### src/common/tsm_params.svh
// Register offsets, reset values, key values and timing counts of the tilt bank
`ifndef TSM_PARAMS_SVH
`define TSM_PARAMS_SVH

// Register offsets (register numbers on the link)
`define TSM_OFS_X_AXIS_TILT       16'h0001
`define TSM_OFS_Y_AXIS_TILT       16'h0002
`define TSM_OFS_SIGNED_HALF_TURN  16'h0003
`define TSM_OFS_UNSIGNED_FULL     16'h0004
`define TSM_OFS_LINE_SPEED        16'h000a
`define TSM_OFS_PARITY            16'h000b
`define TSM_OFS_STOP_BITS         16'h000c
`define TSM_OFS_SLAVE_ADDRESS     16'h000d
`define TSM_OFS_SAVE_CONFIG       16'h0032
`define TSM_OFS_DEVICE_RESTART    16'h0034

// Factory values
`define TSM_RST_LINE_SPEED        16'h0004
`define TSM_RST_PARITY            16'h0002
`define TSM_RST_STOP_BITS         16'h0001
`define TSM_RST_SLAVE_ADDRESS     16'h0064

// Legal code ranges
`define TSM_SPEED_MIN             16'h0001
`define TSM_SPEED_MAX             16'h0005
`define TSM_PARITY_MIN            16'h0001
`define TSM_PARITY_MAX            16'h0003
`define TSM_PARITY_NONE           16'h0001
`define TSM_STOP_MIN              16'h0001
`define TSM_STOP_MAX              16'h0002
`define TSM_ADDR_MIN              16'h0001
`define TSM_ADDR_MAX              16'h00f7

// Key that commits the configuration to the nonvolatile store
`define TSM_SAVE_KEY              16'h5354

// Full turn in hundredths of a degree
`define TSM_FULL_TURN             17'h08ca0

// Timing: clock rate, bits per character, silence in half characters
`define TSM_CLK_HZ                64'd20000000
`define TSM_CHAR_BITS             64'd11
`define TSM_SILENCE_HALF_CHARS    64'd7
`define TSM_BAUD_1                64'd2400
`define TSM_BAUD_2                64'd4800
`define TSM_BAUD_3                64'd9600
`define TSM_BAUD_4                64'd19200
`define TSM_BAUD_5                64'd38400
// Least silence in clock cycles, rounded up
`define TSM_SILENCE_CYC(b) \
  ((`TSM_CLK_HZ * `TSM_CHAR_BITS * `TSM_SILENCE_HALF_CHARS \
    + 64'd2 * (b) - 64'd1) / (64'd2 * (b)))

`endif

### src/common/tsm_pkg.sv
// Types shared by the tilt sensor register bank
package tsm_pkg;

  // Serial link configuration as kept in the bank and in the store
  typedef struct packed {
    logic [15:0] line_speed_select;
    logic [15:0] parity_select;
    logic [15:0] stop_bit_count;
    logic [15:0] slave_address;
  } tsm_cfg_t;

  // Effective character format handed to the serial engine
  typedef struct packed {
    logic [2:0]  speed_code;
    logic [1:0]  parity_code;
    logic        two_stop_bits;
    logic [7:0]  node_address;
    logic [19:0] silence_cycles;
  } tsm_link_t;

  // Measured angles in hundredths of a degree
  typedef struct packed {
    logic [15:0] x_tilt;
    logic [15:0] y_tilt;
  } tsm_angle_t;

  // Register access from the protocol engine
  typedef struct packed {
    logic        valid;
    logic        write;
    logic [15:0] addr;
    logic [15:0] wdata;
  } tsm_req_t;

  typedef enum logic [1:0] {
    TSM_ST_LOAD_REQ  = 2'b00,
    TSM_ST_LOAD_WAIT = 2'b01,
    TSM_ST_RUN       = 2'b10
  } tsm_state_t;

endpackage

### src/tsm_register_bank.sv
// Holding-register bank of a serial-link tilt sensor
`timescale 1ns/1ps
`default_nettype none
`include "tsm_params.svh"

// Behaviour
// - Factory link is 19200, 8E1
// - Speed codes 1..5, default code 4
// - Parity codes 1..3, default even
// - Even or odd parity forces one stop
// - No parity honours one or two stops
// - Address 1..247, default 100
// - Key 0x5354 saves configuration to store
// - Saved changes apply only after restart
// - Holding-register reads return register contents
// - Register 3 signed tilt, 0.01 degree
// - Register 4 unsigned tilt, 0 to 360
// - Registers 1, 2 dual-axis signed tilts
// - Load configuration from store at power-up
// - Three and half character silence between frames
module tsm_register_bank
  import tsm_pkg::*;
#(
  // Unit variant: two axes when set, one axis otherwise
  parameter bit          DUAL_AXIS    = 1'b0,
  // Least bus silence in clock cycles for speed codes 1 to 5
  parameter logic [19:0] SILENCE_SP1  = 20'(`TSM_SILENCE_CYC(`TSM_BAUD_1)),
  parameter logic [19:0] SILENCE_SP2  = 20'(`TSM_SILENCE_CYC(`TSM_BAUD_2)),
  parameter logic [19:0] SILENCE_SP3  = 20'(`TSM_SILENCE_CYC(`TSM_BAUD_3)),
  parameter logic [19:0] SILENCE_SP4  = 20'(`TSM_SILENCE_CYC(`TSM_BAUD_4)),
  parameter logic [19:0] SILENCE_SP5  = 20'(`TSM_SILENCE_CYC(`TSM_BAUD_5))
)
(
  input  wire logic       clk,
  input  wire logic       srst,
  // Register port from the protocol engine
  input  wire tsm_req_t   reg_req,
  output var  logic       reg_ack,
  output var  logic       reg_err,
  output var  logic [15:0] reg_rdata,
  // Angle feed from the measurement logic
  input  wire tsm_angle_t angle_in,
  input  wire logic       angle_valid,
  // Nonvolatile store handshake
  output var  logic       store_load_req,
  input  wire logic       store_load_valid,
  input  wire tsm_cfg_t   store_load_data,
  output var  logic       store_save_req,
  output var  tsm_cfg_t   store_save_data,
  // Restart strobe and format handed to the serial engine
  output var  logic       restart_pulse,
  output var  logic       link_ready,
  output var  tsm_link_t  link_cfg
);

  tsm_state_t  state;
  tsm_state_t  next_state;
  tsm_cfg_t    bank;
  tsm_cfg_t    next_bank;
  tsm_angle_t  angle;
  tsm_link_t   next_link;

  // Range checks on written values
  wire         speed_ok  = reg_req.wdata >= `TSM_SPEED_MIN &&
                           reg_req.wdata <= `TSM_SPEED_MAX;
  wire         parity_ok = reg_req.wdata >= `TSM_PARITY_MIN &&
                           reg_req.wdata <= `TSM_PARITY_MAX;
  wire         stop_ok   = reg_req.wdata >= `TSM_STOP_MIN &&
                           reg_req.wdata <= `TSM_STOP_MAX;
  wire         addr_ok   = reg_req.wdata >= `TSM_ADDR_MIN &&
                           reg_req.wdata <= `TSM_ADDR_MAX;

  // Address decode
  wire         hit_x     = reg_req.addr == `TSM_OFS_X_AXIS_TILT;
  wire         hit_y     = reg_req.addr == `TSM_OFS_Y_AXIS_TILT;
  wire         hit_half  = reg_req.addr == `TSM_OFS_SIGNED_HALF_TURN;
  wire         hit_full  = reg_req.addr == `TSM_OFS_UNSIGNED_FULL;
  wire         hit_speed = reg_req.addr == `TSM_OFS_LINE_SPEED;
  wire         hit_par   = reg_req.addr == `TSM_OFS_PARITY;
  wire         hit_stop  = reg_req.addr == `TSM_OFS_STOP_BITS;
  wire         hit_addr  = reg_req.addr == `TSM_OFS_SLAVE_ADDRESS;
  wire         hit_save  = reg_req.addr == `TSM_OFS_SAVE_CONFIG;
  wire         hit_rst   = reg_req.addr == `TSM_OFS_DEVICE_RESTART;
  wire         hit_ro    = hit_x || hit_y || hit_half || hit_full;
  wire         hit_rw    = hit_speed || hit_par || hit_stop || hit_addr;
  wire         hit_wo    = hit_save || hit_rst;
  // Writes outside the run state are refused with an error, so the reload never overwrites one
  wire         wr        = reg_req.valid && reg_req.write &&
                           state == TSM_ST_RUN;
  wire         rd        = reg_req.valid && !reg_req.write;

  // Write effects
  wire         do_save   = wr && hit_save &&
                           reg_req.wdata == `TSM_SAVE_KEY;
  wire         do_restart = wr && hit_rst;
  wire         bad_value = (hit_speed && !speed_ok) ||
                           (hit_par && !parity_ok) ||
                           (hit_stop && !stop_ok) ||
                           (hit_addr && !addr_ok);
  wire         bad_write = reg_req.write && (hit_ro || bad_value ||
                           (hit_save && !do_save) ||
                           state != TSM_ST_RUN);
  wire         bad_read  = !reg_req.write && (hit_wo || !(hit_ro || hit_rw));
  wire         unmapped  = !(hit_ro || hit_rw || hit_wo);

  // Full-turn view of the single-axis tilt
  wire  [16:0] half_ext  = {angle.x_tilt[15], angle.x_tilt};
  wire  [16:0] full_sum  = half_ext + `TSM_FULL_TURN;
  wire  [15:0] full_turn = angle.x_tilt[15] ? full_sum[15:0]
                                            : angle.x_tilt;

  // Read data selection; a single-axis unit keeps the X tilt in slot 3
  // Slots of the other unit variant read as zero without an error
  wire  [15:0] read_mux =
    (hit_x && DUAL_AXIS)     ? angle.x_tilt :
    (hit_y && DUAL_AXIS)     ? angle.y_tilt :
    (hit_half && !DUAL_AXIS) ? angle.x_tilt :
    (hit_full && !DUAL_AXIS) ? full_turn    :
    hit_speed                ? bank.line_speed_select :
    hit_par                  ? bank.parity_select :
    hit_stop                 ? bank.stop_bit_count :
    hit_addr                 ? bank.slave_address : 16'h0000;

  // Validated copy of what the store returns; bad fields fall to factory
  tsm_cfg_t    loaded;
  assign loaded.line_speed_select =
    (store_load_data.line_speed_select >= `TSM_SPEED_MIN &&
     store_load_data.line_speed_select <= `TSM_SPEED_MAX)
      ? store_load_data.line_speed_select : `TSM_RST_LINE_SPEED;
  assign loaded.parity_select =
    (store_load_data.parity_select >= `TSM_PARITY_MIN &&
     store_load_data.parity_select <= `TSM_PARITY_MAX)
      ? store_load_data.parity_select : `TSM_RST_PARITY;
  assign loaded.stop_bit_count =
    (store_load_data.stop_bit_count >= `TSM_STOP_MIN &&
     store_load_data.stop_bit_count <= `TSM_STOP_MAX)
      ? store_load_data.stop_bit_count : `TSM_RST_STOP_BITS;
  // A blank or corrupt store can never give address zero
  assign loaded.slave_address =
    (store_load_data.slave_address >= `TSM_ADDR_MIN &&
     store_load_data.slave_address <= `TSM_ADDR_MAX)
      ? store_load_data.slave_address : `TSM_RST_SLAVE_ADDRESS;

  // Next bank contents: load from store, or accept in-range writes
  always_comb
  begin
    next_bank = bank;
    if (state == TSM_ST_LOAD_WAIT && store_load_valid)
    begin
      next_bank = loaded;
    end
    else if (wr && !bad_value)
    begin
      if (hit_speed)
        next_bank.line_speed_select = reg_req.wdata;
      if (hit_par)
        next_bank.parity_select = reg_req.wdata;
      if (hit_stop)
        next_bank.stop_bit_count = reg_req.wdata;
      if (hit_addr)
        next_bank.slave_address = reg_req.wdata;
    end
  end

  // Effective link format built from the freshly loaded configuration
  // Saved bank writes reach the link only on the next load, so the master
  // keeps talking in the old format until a restart
  always_comb
  begin
    next_link = link_cfg;
    if (state == TSM_ST_LOAD_WAIT && store_load_valid)
    begin
      next_link.speed_code   = loaded.line_speed_select[2:0];
      next_link.parity_code  = loaded.parity_select[1:0];
      next_link.two_stop_bits =
        loaded.parity_select == `TSM_PARITY_NONE &&
        loaded.stop_bit_count == `TSM_STOP_MAX;
      next_link.node_address = loaded.slave_address[7:0];
      case (loaded.line_speed_select[2:0])
        3'h1:    next_link.silence_cycles = SILENCE_SP1;
        3'h2:    next_link.silence_cycles = SILENCE_SP2;
        3'h3:    next_link.silence_cycles = SILENCE_SP3;
        3'h5:    next_link.silence_cycles = SILENCE_SP5;
        default: next_link.silence_cycles = SILENCE_SP4;
      endcase
    end
  end

  // Start-up and restart sequencing
  always_comb
  begin
    next_state = state;
    case (state)
      TSM_ST_LOAD_REQ:
        next_state = TSM_ST_LOAD_WAIT;
      TSM_ST_LOAD_WAIT:
        // Stay until the store has answered
        if (store_load_valid)
          next_state = TSM_ST_RUN;
      TSM_ST_RUN:
        // A restart goes back through the full reload
        if (do_restart)
          next_state = TSM_ST_LOAD_REQ;
      default:
        next_state = TSM_ST_LOAD_REQ;
    endcase
  end

  // Sequencer and bank; factory bank until the store answers
  always_ff @(posedge clk)
  begin
    if (srst)
    begin
      state <= TSM_ST_LOAD_REQ;
      bank  <= '{`TSM_RST_LINE_SPEED, `TSM_RST_PARITY,
                 `TSM_RST_STOP_BITS, `TSM_RST_SLAVE_ADDRESS};
    end
    else
    begin
      state    <= next_state;
      bank     <= next_bank;
    end
  end

  // Factory character format, in force from reset to the first load
  wire tsm_link_t factory_link = '{
    speed_code:     3'(`TSM_RST_LINE_SPEED),
    parity_code:    2'(`TSM_RST_PARITY),
    two_stop_bits:  1'b0,
    node_address:   8'(`TSM_RST_SLAVE_ADDRESS),
    silence_cycles: SILENCE_SP4
  };

  // Character format register
  always_ff @(posedge clk)
  begin
    if (srst)
      link_cfg <= factory_link;
    else
      link_cfg <= next_link;
  end

  // Angle capture from the measurement logic
  // Held between samples so both axes always come from one sample
  always_ff @(posedge clk)
  begin
    if (srst)
      angle <= '0;
    else if (angle_valid)
      angle <= angle_in;
  end

  // Register port answer, one cycle after the request
  // Read data is zero on writes and errors, so no stale value leaks
  always_ff @(posedge clk)
  begin
    if (srst)
    begin
      reg_ack   <= 1'b0;
      reg_err   <= 1'b0;
      reg_rdata <= 16'h0000;
    end
    else
    begin
      reg_ack   <= reg_req.valid;
      reg_err   <= reg_req.valid && (unmapped || bad_write || bad_read);
      reg_rdata <= rd ? read_mux : 16'h0000;
    end
  end

  // Store load request and link status
  always_ff @(posedge clk)
  begin
    if (srst)
    begin
      store_load_req <= 1'b0;
      link_ready     <= 1'b0;
    end
    else
    begin
      // High for the first wait cycle, and for the request state only on a restart; not held until the store answers
      store_load_req <= next_state == TSM_ST_LOAD_REQ ||
                        (state == TSM_ST_LOAD_REQ);
      link_ready     <= next_state == TSM_ST_RUN;
    end
  end

  // Save and restart strobes
  always_ff @(posedge clk)
  begin
    if (srst)
    begin
      store_save_req  <= 1'b0;
      store_save_data <= '0;
      restart_pulse   <= 1'b0;
    end
    else
    begin
      store_save_req <= do_save;
      if (do_save)
        store_save_data <= bank;
      restart_pulse  <= do_restart;
    end
  end

endmodule
`default_nettype wire

### config.mk
export PLATFORM = sky130hd
export DESIGN_NAME = tsm_register_bank
export DESIGN_NICKNAME = d
export VERILOG_FILES = /design/src/common/tsm_pkg.sv /design/src/tsm_register_bank.sv
export VERILOG_INCLUDE_DIRS = /design/src /design/src/common
export SDC_FILE = /design/constraint.sdc
export NUM_CORES = 1
export LEC_CHECK = 0
export BUFFER_PORTS_ARGS = -buffer_cell sky130_fd_sc_hd__buf_2
export CELL_PAD_IN_SITES_DETAIL_PLACEMENT = 1
export CELL_PAD_IN_SITES_GLOBAL_PLACEMENT = 1
export CORE_MARGIN = 2
export CORE_UTILIZATION = 39
export CTS_BUF_LIST = sky130_fd_sc_hd__clkbuf_8
export CTS_CLUSTER_DIAMETER = 30
export DETAILED_ROUTE_END_ITERATION = 16
export GPL_TIMING_DRIVEN = 1
export PLACE_DENSITY = 0.86
export SETUP_SLACK_MARGIN = 0.4
export SYNTH_ARGS = -nofsm -noshare
export SYNTH_HDL_FRONTEND = slang
export SYNTH_SLANG_ARGS = --single-unit
export TNS_END_PERCENT = 1
### constraint.sdc
create_clock -name clk -period 2.95 [get_ports clk]
set_clock_uncertainty 0.05 [all_clocks]
set_input_delay 0.59 -clock clk [delete_from_list [all_inputs] [get_ports clk]]
set_output_delay 0.59 -clock clk [all_outputs]
set_load 0.02 [all_outputs]
==> results of run 1 <==
-- report_power, final --
group / internal (uW) / switching (uW)
clock network: 645 / 1100
logic: 146 / 219
registers: 2710 / 33.6
-- through the flow --
stage | setup slack (ns) | cell area [um^2] | power [uW] | hold slack, ns
2_1_floorplan | 0.475 | 8360 | 2990 | 0.392
3_3_place_gp | 0.267 | 9910 | 3160 | 0.386
3_5_place_dp | 0.194 | 9910 | 3170 | 0.393
4_1_cts | 0.713 | 10300 | 4880 | 0.264
5_1_grt | 0.572 | 10300 | 5030 | 0.261
6_report | 0.663 | 10300 | 4860 | 0.289
-- logic make-up (layout without fill, tap and decap cells) --
| logic type | after synthesis | after routing |
|---|---|---|
| adder cells (fa/ha/maj) | 1 | 1 |
| buffers and inverters | 84 | 326 |
| other | 1 | 1 |
| XOR/XNOR | 6 | 6 |
| AND/OR/NAND/NOR | 424 | 424 |
| flip-flops | 199 | 199 |
| multiplexers | 20 | 20 |
| AO/OA/AOI/OAI | 222 | 222 |
-- worst paths after layout --
check / start / to / slack (ns) / depth (start not counted)
setup / recovery: reg_req[29] / bank[22] / 0.66 / 7
setup reg to reg: state[0] / link_cfg[15] / 0.82 / 4
hold / removal: angle_in[20] / angle[20] / 0.29 / 3
hold reg to reg: store_save_data[25] / store_save_data[25] / 0.40 / 2
-- final cells by class --
class | instances | area share
multi-input cells | 674 | 0.384
well taps | 275 | 0.0334
inverters | 14 | 0.00510
clock inverters | 14 | 0.0137
flip-flops and latches | 199 | 0.387
repair buffers | 280 | 0.153
clock buffers | 18 | 0.0240
-- per-layer routing --
layer / wire, um / track usage / vias up
met2: 13800 / 0.423 / 304
met5: 0 / 0 / -
met3: 1910 / 0.0545 / 34
li1: - / - / 3856
met1: 11900 / 0.316 / 3944
met4: 590 / 0.0825 / 0
-- synth_stat cells, types with 9 or more instances --
| master | count |
|---|---|
| buf_2 | 9 |
| buf_4 | 11 |
| and3_1 | 11 |
| nand2_1 | 173 |
| dfxtp_1 | 199 |
| nand4_1 | 10 |
| a21oi_1 | 93 |
| o21ai_0 | 24 |
| nor2_1 | 56 |
| nor3_1 | 19 |
| nor4_1 | 15 |
| and2_1 | 47 |
| inv_1 | 14 |
| a22oi_1 | 19 |
| or4_1 | 12 |
| nand3_1 | 23 |
| a31oi_1 | 18 |
| nand2b_1 | 9 |
| clkbuf_1 | 37 |
| mux2i_1 | 20 |
-- state kept, by name, summed over array words and instances, names as in the netlist --
register         cells
store_load_req       1
reg_ack              1
reg_err              1
store_save_req       1
reg_rdata           16
link_cfg            31
angle               16
restart_pulse        1
bank                64
state                2
store_save_data     64
link_ready           1
-- worst max-delay path: stages --
cell,delay [ns]
buf_2,0.11
or4_1,0.51
buf_4,0.21
nor4_4,0.30
and2_1,0.27
a31oi_2,0.32
and2_1,0.30
==> results.md, run 1 <==
- Fraction of the mapped netlist area in simple logic gates: 0.265
- Number of buffers inserted by port buffering: 236
- Top FF cell, synth: dfxtp_1
- Number of vias per cell: 5.52
- Syn-to-layout area delta: 23.3%
- Core region area: 21000 um^2
- Number of nets still failing antenna checks after routing: 0
- Dpl hpwl: 21100 um
- Final total negative setup slack: 0 ns
- Final Hold Violating Endpoints: 0
- DRT Wirelength: 28200 um
- Share of synthesized flip-flops with an asynchronous set or reset: 0
- Clock latency on the worst-skew pair: 0.50 ns
- Count of buffers added by post-CTS timing repair for setup: 0
- Post-route minimum period: 2.29 ns
- Io pins: 254
- DR WL/cell: 19.1 um
- Clock tree from TritonCTS: built
- Post-Layout Cell Count: 1474
- H-tree level count: 4
- Power per cell area: 472 nW/um^2
- Clock transition at path regs: 0.12 ns
- Vertical die dimension: 150 um
- Final core area utilization: 0.490
- # diodes: 0
- Initial standard-cell utilization of the core: 0.397
- Iteration count of the initial detailed-routing pass: 5
- Sequential cell area: 3980 um^2
- Maximum capacitance violations: 0
- Cell types occupying the most area after synthesis: dfxtp_1 (48%), nand2_1 (7.8%), a21oi_1 (5.6%)
- Pin count of the biggest net entering global routing: 73
- DRC viols: 0
- Largest family of logic cells by synthesized area: simple AND/OR/NAND/NOR gates
- Synthesis warning total: 0
- Top library cells by usage in the layout, fill and taps aside: buf_2 (235), dfxtp_1 (199), nand2_1 (173), a21oi_1 (93), nor2_1 (56)
- NumNets Final: 1321
- Setup Crit Path Kind: in2reg
- Result of the run: finished, final reports clean
- Adder-cell area share of the yosys netlist: 0.00150
- Commonest non-fill, non-tap cell in the layout: buf_2
- Number of buffers created by CTS: 17
- Fraction of final layout cells sized beyond drive strength 1: 0.279
- Class of the most critical hold timing path: in2reg
- Count of vias placed by the detailed router: 8138
- Critical Path AT: 2.62 ns
- Overall Global Routing Usage: 0.250
- Initial antenna violation count: 0
- Number of buffers inserted by hold repair at cts: 0
- Leakage power: 0.00424 uW
- Max-Slew Margin vs Limit: 0.186
- Initial detailed-routing violation count: 513
- Routability Congestion: 0.873
- Wire length of the first global-routing pass: 43900 um
- Final worst path period share: 0.775
- Peak ir drop on the vdd network: 260 uV
- Number of sinks on the clock net: 199
- Count of endpoints failing setup in the final report: 0
- Die span in x: 150 um
- Die area: 22600 um^2
- Post-CTS sizing: 0
- Crit start category: input pin
- Multiplexer share of the synthesized area: 0.0240
- RSZ-0062 raised after global routing: no
- Root Buffer: clkbuf_8
- Synth Area in Compound Gates: 0.176
- Number of unique standard cell types used by synthesis: 79
- Total of flip-flops plus latches after synthesis: 199
- Number of flops mapped to enable cells by yosys: 0
- Syn Area/Cell: 8.73 um^2
- Required time worst endpoint: 3.28 ns
- Gate count after technology mapping: 957
- Vias in the first global route: 8098
- Clock Tree Buf Depth: 2
- Fraction of the yosys area taken by sequential cells: 0.477
- # placed instances: 1442
- Number of nets in the synthesized netlist: 1092
- CP Capture Type: register
- Portion of synthesized cell area occupied by the leading cell type: 0.477
- Achievable frequency: 0.437 GHz
- Grt total ovfl: 0
- Slew at the pin closest to its max-slew limit: 1.21 ns
- Filler cell count in the final layout: 2592
- Most area-hungry cell type in the Yosys netlist: dfxtp_1
- Pins over their slew limit: 0
- Site row count: 53
- Worst Path Max Fanout: 14
- Footprint of the multi-input gates: 3960 um^2
- Cell Area, Synth: 8360 um^2
- Share of the synthesized netlist area taken by xor and xnor gates: 0.00629
Note: power is estimated with default switching activity, not from simulation.
==> inputs of run 2 (changes only) <==
ABC_AREA = 1   (was unset)
CORE_UTILIZATION = 34   (was 39)
PLACE_DENSITY = 0.83   (was 0.86)
clock period = 1.9 ns   (was 2.95 ns; I/O delays follow)
==> run 2 against run 1 <==
Count of clock-buffer cells in the layout down 1; die area rose by 19%; design area is 14% higher; via count up 15%; routed wire length rose by 11%; global-route usage down 1.5 points; utilization decreased by 2.5 points; setup slack lost 0.42 ns; synthesized area is 4.6% higher; largest cell class is now multi-input combinational cells; largest power group unchanged; highest routed layer unchanged.
==> results.md, run 2 <==
- Result of the run: finished, final reports clean
- Root Buffer: clkbuf_8
- Peak ir drop on the vdd network: 378 uV (+45%)
- Required time worst endpoint: 2.21 ns (-1.07 ns)
- Iteration count of the initial detailed-routing pass: 7 (+2)
- Cell types occupying the most area after synthesis: dfxtp_1 (46%), nor2_1 (12%), nand2_1 (9.8%)
- Max-Slew Margin vs Limit: 0.621 (+0.434)
- Clock Tree Buf Depth: 2 (unchanged)
- Crit start category: input pin
- Commonest cells in the netlist: nor2_1 (286), nand2_1 (229), dfxtp_1 (199)
- Wire length of the first global-routing pass: 50000 um (+14%)
- Setup Crit Path Kind: in2reg
- Final Hold Violating Endpoints: 0 (unchanged)
- NumNets Final: 1688 (+28%)
- CP Capture Type: register
- Initial standard-cell utilization of the core: 0.347 (-0.0506)
- Routability Congestion: 0.907 (+3.9%)
- DRT Wirelength: 31200 um (+11%)
- Initial antenna violation count: 0 (unchanged)
- Synthesis warning total: 0 (unchanged)
- Die area: 27000 um^2 (+19%)
- WHS: 0.0757 ns (-0.213 ns)
- Vertical die dimension: 164 um (+9.3%)
- Largest registers: bank x64, store_save_data x64, link_cfg x31
- Class of the most critical hold timing path: in2reg
- Cell Area, Synth: 8740 um^2 (+4.6%)
- Number of sinks on the clock net: 199 (unchanged)
- Pins over their slew limit: 0 (unchanged)
- Psw: 2280 uW (+68%)
- Vias in the first global route: 9621 (+19%)
- Number of flops mapped to enable cells by yosys: 0 (unchanged)
- Internal power: 5680 uW (+62%)
- Maximum capacitance violations: 0 (unchanged)
- Number of unique standard cell types used by synthesis: 43 (-46%)
- Core region area: 25200 um^2 (+20%)
- Number of nets in the synthesized netlist: 1385 (+27%)
- Most repeated cell in the gate-level netlist after synthesis: nor2_1
- Crit. Startpoint: reg_req[22]
- H-tree level count: 4 (unchanged)
- Post-route minimum period: 1.66 ns
- Share of total power in the clock network: 0.351 (-0.009)
- Number of nets still failing antenna checks after routing: 0 (unchanged)
- Clock transition at path regs: 0.10 ns (-0.02 ns)
- Share of synthesized flip-flops with an asynchronous set or reset: 0 (unchanged)
- Clock latency on the worst-skew pair: 0.47 ns (-0.03 ns)
- Total of flip-flops plus latches after synthesis: 199 (unchanged)
- Most area-hungry cell type in the Yosys netlist: dfxtp_1
- Critical Path AT: 1.97 ns (-0.65 ns)
- Grt total ovfl: 0 (unchanged)
- Flop pwr share: 0.541 (-0.024)
- DRC viols: 0 (unchanged)
- Count of vias placed by the detailed router: 9376 (+15%)
- # diodes: 0 (unchanged)
- Final worst path period share: 0.872
- Worst min-delay path startpoint: angle_in[17]
- Achievable frequency: 0.604 GHz
- Gate count after technology mapping: 1250 (+31%)
- Number of buffers inserted by hold repair at cts: 0 (unchanged)
- Fraction of the yosys area taken by sequential cells: 0.456 (-0.0208)
- Count of endpoints failing setup in the final report: 0 (unchanged)
- Slew at the pin closest to its max-slew limit: 0.568 ns (-0.637 ns)
- Top FF cell, synth: dfxtp_1
- Proportion of total power due to net switching: 0.287 (+0.00767)
- Die span in x: 164 um (+9.3%)
- Initial detailed-routing violation count: 510 (-0.58%)
- Number of buffers inserted by port buffering: 236 (unchanged)
- Overall Global Routing Usage: 0.235 (-0.0154)
- Worst Path Max Fanout: 16 (+2)
- Number of buffers created by CTS: 17 (unchanged)
- Clock tree from TritonCTS: built
- Dpl hpwl: 23700 um (+12%)
- Site row count: 58 (+9.4%)
- Pin count of the biggest net entering global routing: 73 (unchanged)
- Syn Area/Cell: 6.99 um^2 (-20%)
- Leakage power: 0.00534 uW (+26%)
- RSZ-0062 raised after global routing: yes
- Io pins: 254 (unchanged)
- Commonest non-fill, non-tap cell in the layout: nor2_1
- Combinational group share of total power: 0.108 (+0.033)
- Top library cells by usage in the layout, fill and taps aside: nor2_1 (279), buf_2 (236), nand2_1 (226), dfxtp_1 (197), buf_4 (93)
- Fraction of final layout cells sized beyond drive strength 1: 0.308 (+0.0292)
- Power per cell area: 680 nW/um^2 (+44%)
- Portion of synthesized cell area occupied by the leading cell type: 0.456 (-0.0208)
- Number of vias per cell: 4.95 (-10%)
- Reg-to-reg critical path startpoint: state[0]
- Syn-to-layout area delta: 34.0%
- Final core area utilization: 0.465 (-0.0251)
- DR WL/cell: 16.5 um (-14%)
[run 2: changes by cell type in the layout (fill, tap and decap cells not counted), moves of 51 or more]
cell     delta
nor2_1    +223
nand2_1    +53
nand3_1    +58
o21ai_0    +51
buf_4      +53
inv_1      +57
[run 2: metal layers]
layer / part of all wire / vias up / track usage
met3: 0.043 / 25 / 0.0386
met1: 0.44 / 4476 / 0.294
met4: 0.011 / 0 / 0.0451
met5: 0 / - / 0
li1: - / 4640 / -
met2: 0.51 / 235 / 0.424
[run 2: what timing repair did]
action,4_1_cts,5_1_grt
gates resized for setup,93,19
pin swaps,2,4
hold endpoints to repair,0,0
setup buffers,2,2
gates cloned,2,0
endpoints found under the setup margin,167,184
[run 2: cell families after synthesis]
family	Yosys count	synth area share
compound gates	211	0.124
xor+xnor	2	0.00201
fa+ha+maj	1	0.00143
buf+inv	148	0.0703
flops	199	0.456
other cells	1	0.000429
simple gates	688	0.346
[run 2: power by group through the flow]
stage | clock network (uW) | registers, uW | logic [uW]
final | 2790 | 4300 | 859
after global routing | 3040 | 4310 | 955
after CTS | 2870 | 4300 | 848
after detailed placement | 0 | 4390 | 814
after global placement | 0 | 4390 | 788
after floorplan | 0 | 4400 | 377
[run 2: area by class of cell]
cell class | instances | area [um^2]
repair buffers | 346 | 2220
clock buffers | 17 | 234
inverters | 86 | 324
well taps | 330 | 413
flip-flops and latches | 199 | 3990
clock inverters | 15 | 164
multi-input cells | 903 | 4370
fillers | 3276 | 13500
[run 2: worst max-delay path, cell delays in order]
cell and delay, ns:
buf_2 0.10, inv_2 0.04, nand2_1 0.09, nor3_1 0.24, nand3_1 0.13, nor3_1 0.28, nand2_4 0.15, buf_12 0.18
o21ai_0 0.29, nor2_1 0.08
[run 2: metrics by stage]
stage / worst slack (ns) / setup TNS (ns) / instance area (um^2) / cells / total power, uW
final: 0.243 / 0 / 11700 / 1896 / 7960
after global routing: 0.141 / 0 / 11700 / 1896 / 8310
after CTS: 0.260 / 0 / 11600 / 1894 / 8020
after detailed placement: -0.342 / -21.06 / 11000 / 1858 / 5210
after global placement: -0.244 / -13.04 / 11000 / 1858 / 5180
after floorplan: 0.115 / 0 / 8740 / 1250 / 4780
[run 2: path summary, 6_finish.rpt]
path / slack (ns) / endpoint / cells after the start
max: 0.24 / store_save_data[33] / 10
min: 0.08 / angle[17] / 3
min reg2reg: 0.41 / link_cfg[33] / 2
max reg2reg: 0.25 / store_save_data[33] / 9
==> inputs of run 3 (changes only) <==
CORE_MARGIN = unset   (was 2)
==> run 3 against run 2 <==
Setup slack got worse by 0.066 ns; worst hold slack gained 0.011 ns; sequential power hardly changed; highest routed layer unchanged; design area up 0.12%; sequential share of layout area is 0.062 points lower; critical endpoint is now reg_rdata[4]; combinational power down 3.5%; largest power group unchanged; final cell count up 0.37%; critical path type unchanged; routed wire length is 1.6% higher; fmax down 3.8%; register-to-register slack got worse by 0.06 ns.
==> results.md, run 3 (synthesis results as in run 2) <==
- DRC viols: 0 (unchanged)
- Commonest non-fill, non-tap cell in the layout: nor2_1
- Io pins: 254 (unchanged)
- Largest registers: bank x64, store_save_data x64, link_cfg x31
- Class of the most critical hold timing path: in2reg
- DR WL/cell: 16.7 um (+1.3%)
- Die span in x: 162 um (-1.2%)
- Achievable frequency: 0.580 GHz (-3.8%)
- Count of endpoints failing setup in the final report: 0 (unchanged)
- Dpl hpwl: 23700 um (+0.26%)
- Grt total ovfl: 0 (unchanged)
- Maximum capacitance violations: 0 (unchanged)
- Pin count of the biggest net entering global routing: 50 (-32%)
- Number of vias per cell: 4.98 (+0.74%)
- NumNets Final: 1694 (+0.36%)
- Worst Path Max Fanout: 23 (+7)
- Site row count: 58 (unchanged)
- Minimum setup slack in the final design: 0.177 ns (-0.0662 ns)
- Number of buffers inserted by port buffering: 236 (unchanged)
- Clock tree from TritonCTS: built
- Crit start category: input pin
- Initial antenna violation count: 1 (+1)
- Clock Tree Buf Depth: 2 (unchanged)
- Core region area: 25200 um^2 (unchanged)
- Number of buffers inserted by hold repair at cts: 0 (unchanged)
- Final Hold Violating Endpoints: 0 (unchanged)
- Worst-case setup slack after placement: -0.320 ns (+0.0222 ns)
- CP Capture Type: register
- RSZ-0062 raised after global routing: yes
- DRT Wirelength: 31700 um (+1.6%)
- Number of nets still failing antenna checks after routing: 0 (unchanged)
- Overall Global Routing Usage: 0.246 (+0.0111)
- WHS: 0.0871 ns (+0.0113 ns)
- Post-route minimum period: 1.72 ns (+0.0662 ns)
- Die area: 26300 um^2 (-2.4%)
- Pins over their slew limit: 0 (unchanged)
- Final worst path period share: 0.907 (+0.0349)
- Vertical die dimension: 162 um (-1.2%)
- Initial detailed-routing violation count: 468 (-8.2%)
- Clock transition at path regs: 0.10 ns (about the same)
- Critical Path AT: 2.08 ns (+0.11 ns)
- Peak ir drop on the vdd network: 352 uV (-7.0%)
- Wire length of the first global-routing pass: 50600 um (+1.3%)
- Number of buffers created by CTS: 17 (unchanged)
- Required time worst endpoint: 2.26 ns (+0.05 ns)
- Power per cell area: 703 nW/um^2 (+3.5%)
- H-tree level count: 4 (unchanged)
- Syn-to-layout area delta: 34.2%
- Fraction of final layout cells sized beyond drive strength 1: 0.289 (-0.0184)
- Result of the run: finished, final reports clean
- Max-Slew Margin vs Limit: 0.615 (-0.00610)
- Reg-to-reg slack, setup: 0.19 ns (-0.06 ns)
- Clock latency on the worst-skew pair: 0.48 ns (about the same)
- Number of sinks on the clock net: 199 (unchanged)
- Root Buffer: clkbuf_8
- Count of vias placed by the detailed router: 9480 (+1.1%)
- Routability Congestion: 0.852 (-6.1%)
- Setup Crit Path Kind: in2reg
- Leakage power: 0.00541 uW (+1.2%)
- Power consumption: 8240 uW (+3.6%)
- Vias in the first global route: 9778 (+1.6%)
- Iteration count of the initial detailed-routing pass: 5 (-2)
- Slew at the pin closest to its max-slew limit: 0.578 ns (+0.00992 ns)
- Top library cells by usage in the layout, fill and taps aside: nor2_1 (281), buf_2 (236), nand2_1 (226), dfxtp_1 (197), o21ai_0 (116)
- Initial standard-cell utilization of the core: 0.347 (unchanged)
-- run 3: cell types whose count changed in the layout (fill, tap and decap cells not counted), sizes merged, moves of 2 or more --
cell	before	now
clkinvlp	3	1
clkbuf	17	20
buf	346	349
bufbuf	0	3
bufinv	1	3
inv	91	89
-- run 3: final timing paths --
kind / start / to / cells after the start
max reg2reg: state[0] / store_save_data[41] / 10
min reg2reg: link_cfg[33] / link_cfg[33] / 2
max: reg_req[26] / reg_rdata[4] / 14
min: angle_in[19] / angle[19] / 3
-- run 3: critical path: stages --
cell and delay, ns:
buf_2 0.10, inv_1 0.07, nand2_1 0.09, nor2_2 0.11
nand2_2 0.11, buf_12 0.15, nor2_4 0.08, nand3_2 0.10
buf_12 0.18, nand2_1 0.16, a21oi_1 0.06, o21ai_0 0.15
nand2_1 0.19, a21oi_1 0.15
-- run 3: cell type report --
cell class / count / area, um^2
Clock inverter: 12 / 185
Multi-Input combinational cell: 903 / 4210
Fill cell: 3326 / 13500
Clock buffer: 20 / 275
Inverter: 86 / 328
Antenna cell: 1 / 2.50
Sequential cell: 199 / 3990
Tap cell: 330 / 413
Timing Repair Buffer: 352 / 2320
-- run 3: repair_timing --
item                       CTS  global route
pin swaps                    3             0
setup endpoints to repair  172           188
gates resized for setup     26             7
buffers inserted             2             0
cloned                       5             0
-- run 3: metal layers --
metal | up-vias | track usage | routed length (um)
li1 | 4645 | - | -
met3 | 58 | 0.0403 | 1610
met1 | 4494 | 0.289 | 13200
met5 | - | 0 | 0
met2 | 283 | 0.439 | 15900
met4 | 0 | 0.104 | 1030
-- run 3: metrics by stage --
stage | util | area [um^2] | setup TNS [ns] | instances
floorplan | - | 8740 | 0 | 1250
global placement | 0.437 | 11000 | -18.89 | 1863
detailed placement | 0.437 | 11000 | -32.42 | 1863
CTS | 0.465 | 11700 | 0 | 1902
global route | 0.466 | 11700 | 0 | 1903
finish | 0.466 | 11700 | 0 | 1903
-- run 3: report_power, final --
part           total [uW]  internal, uW  leakage, uW  switching (uW)
sequential           4300          4240      0.00161            58.3
clock                3120          1460     0.000228            1660
combinational         829           323      0.00357             505
total                8240          6020      0.00541            2220
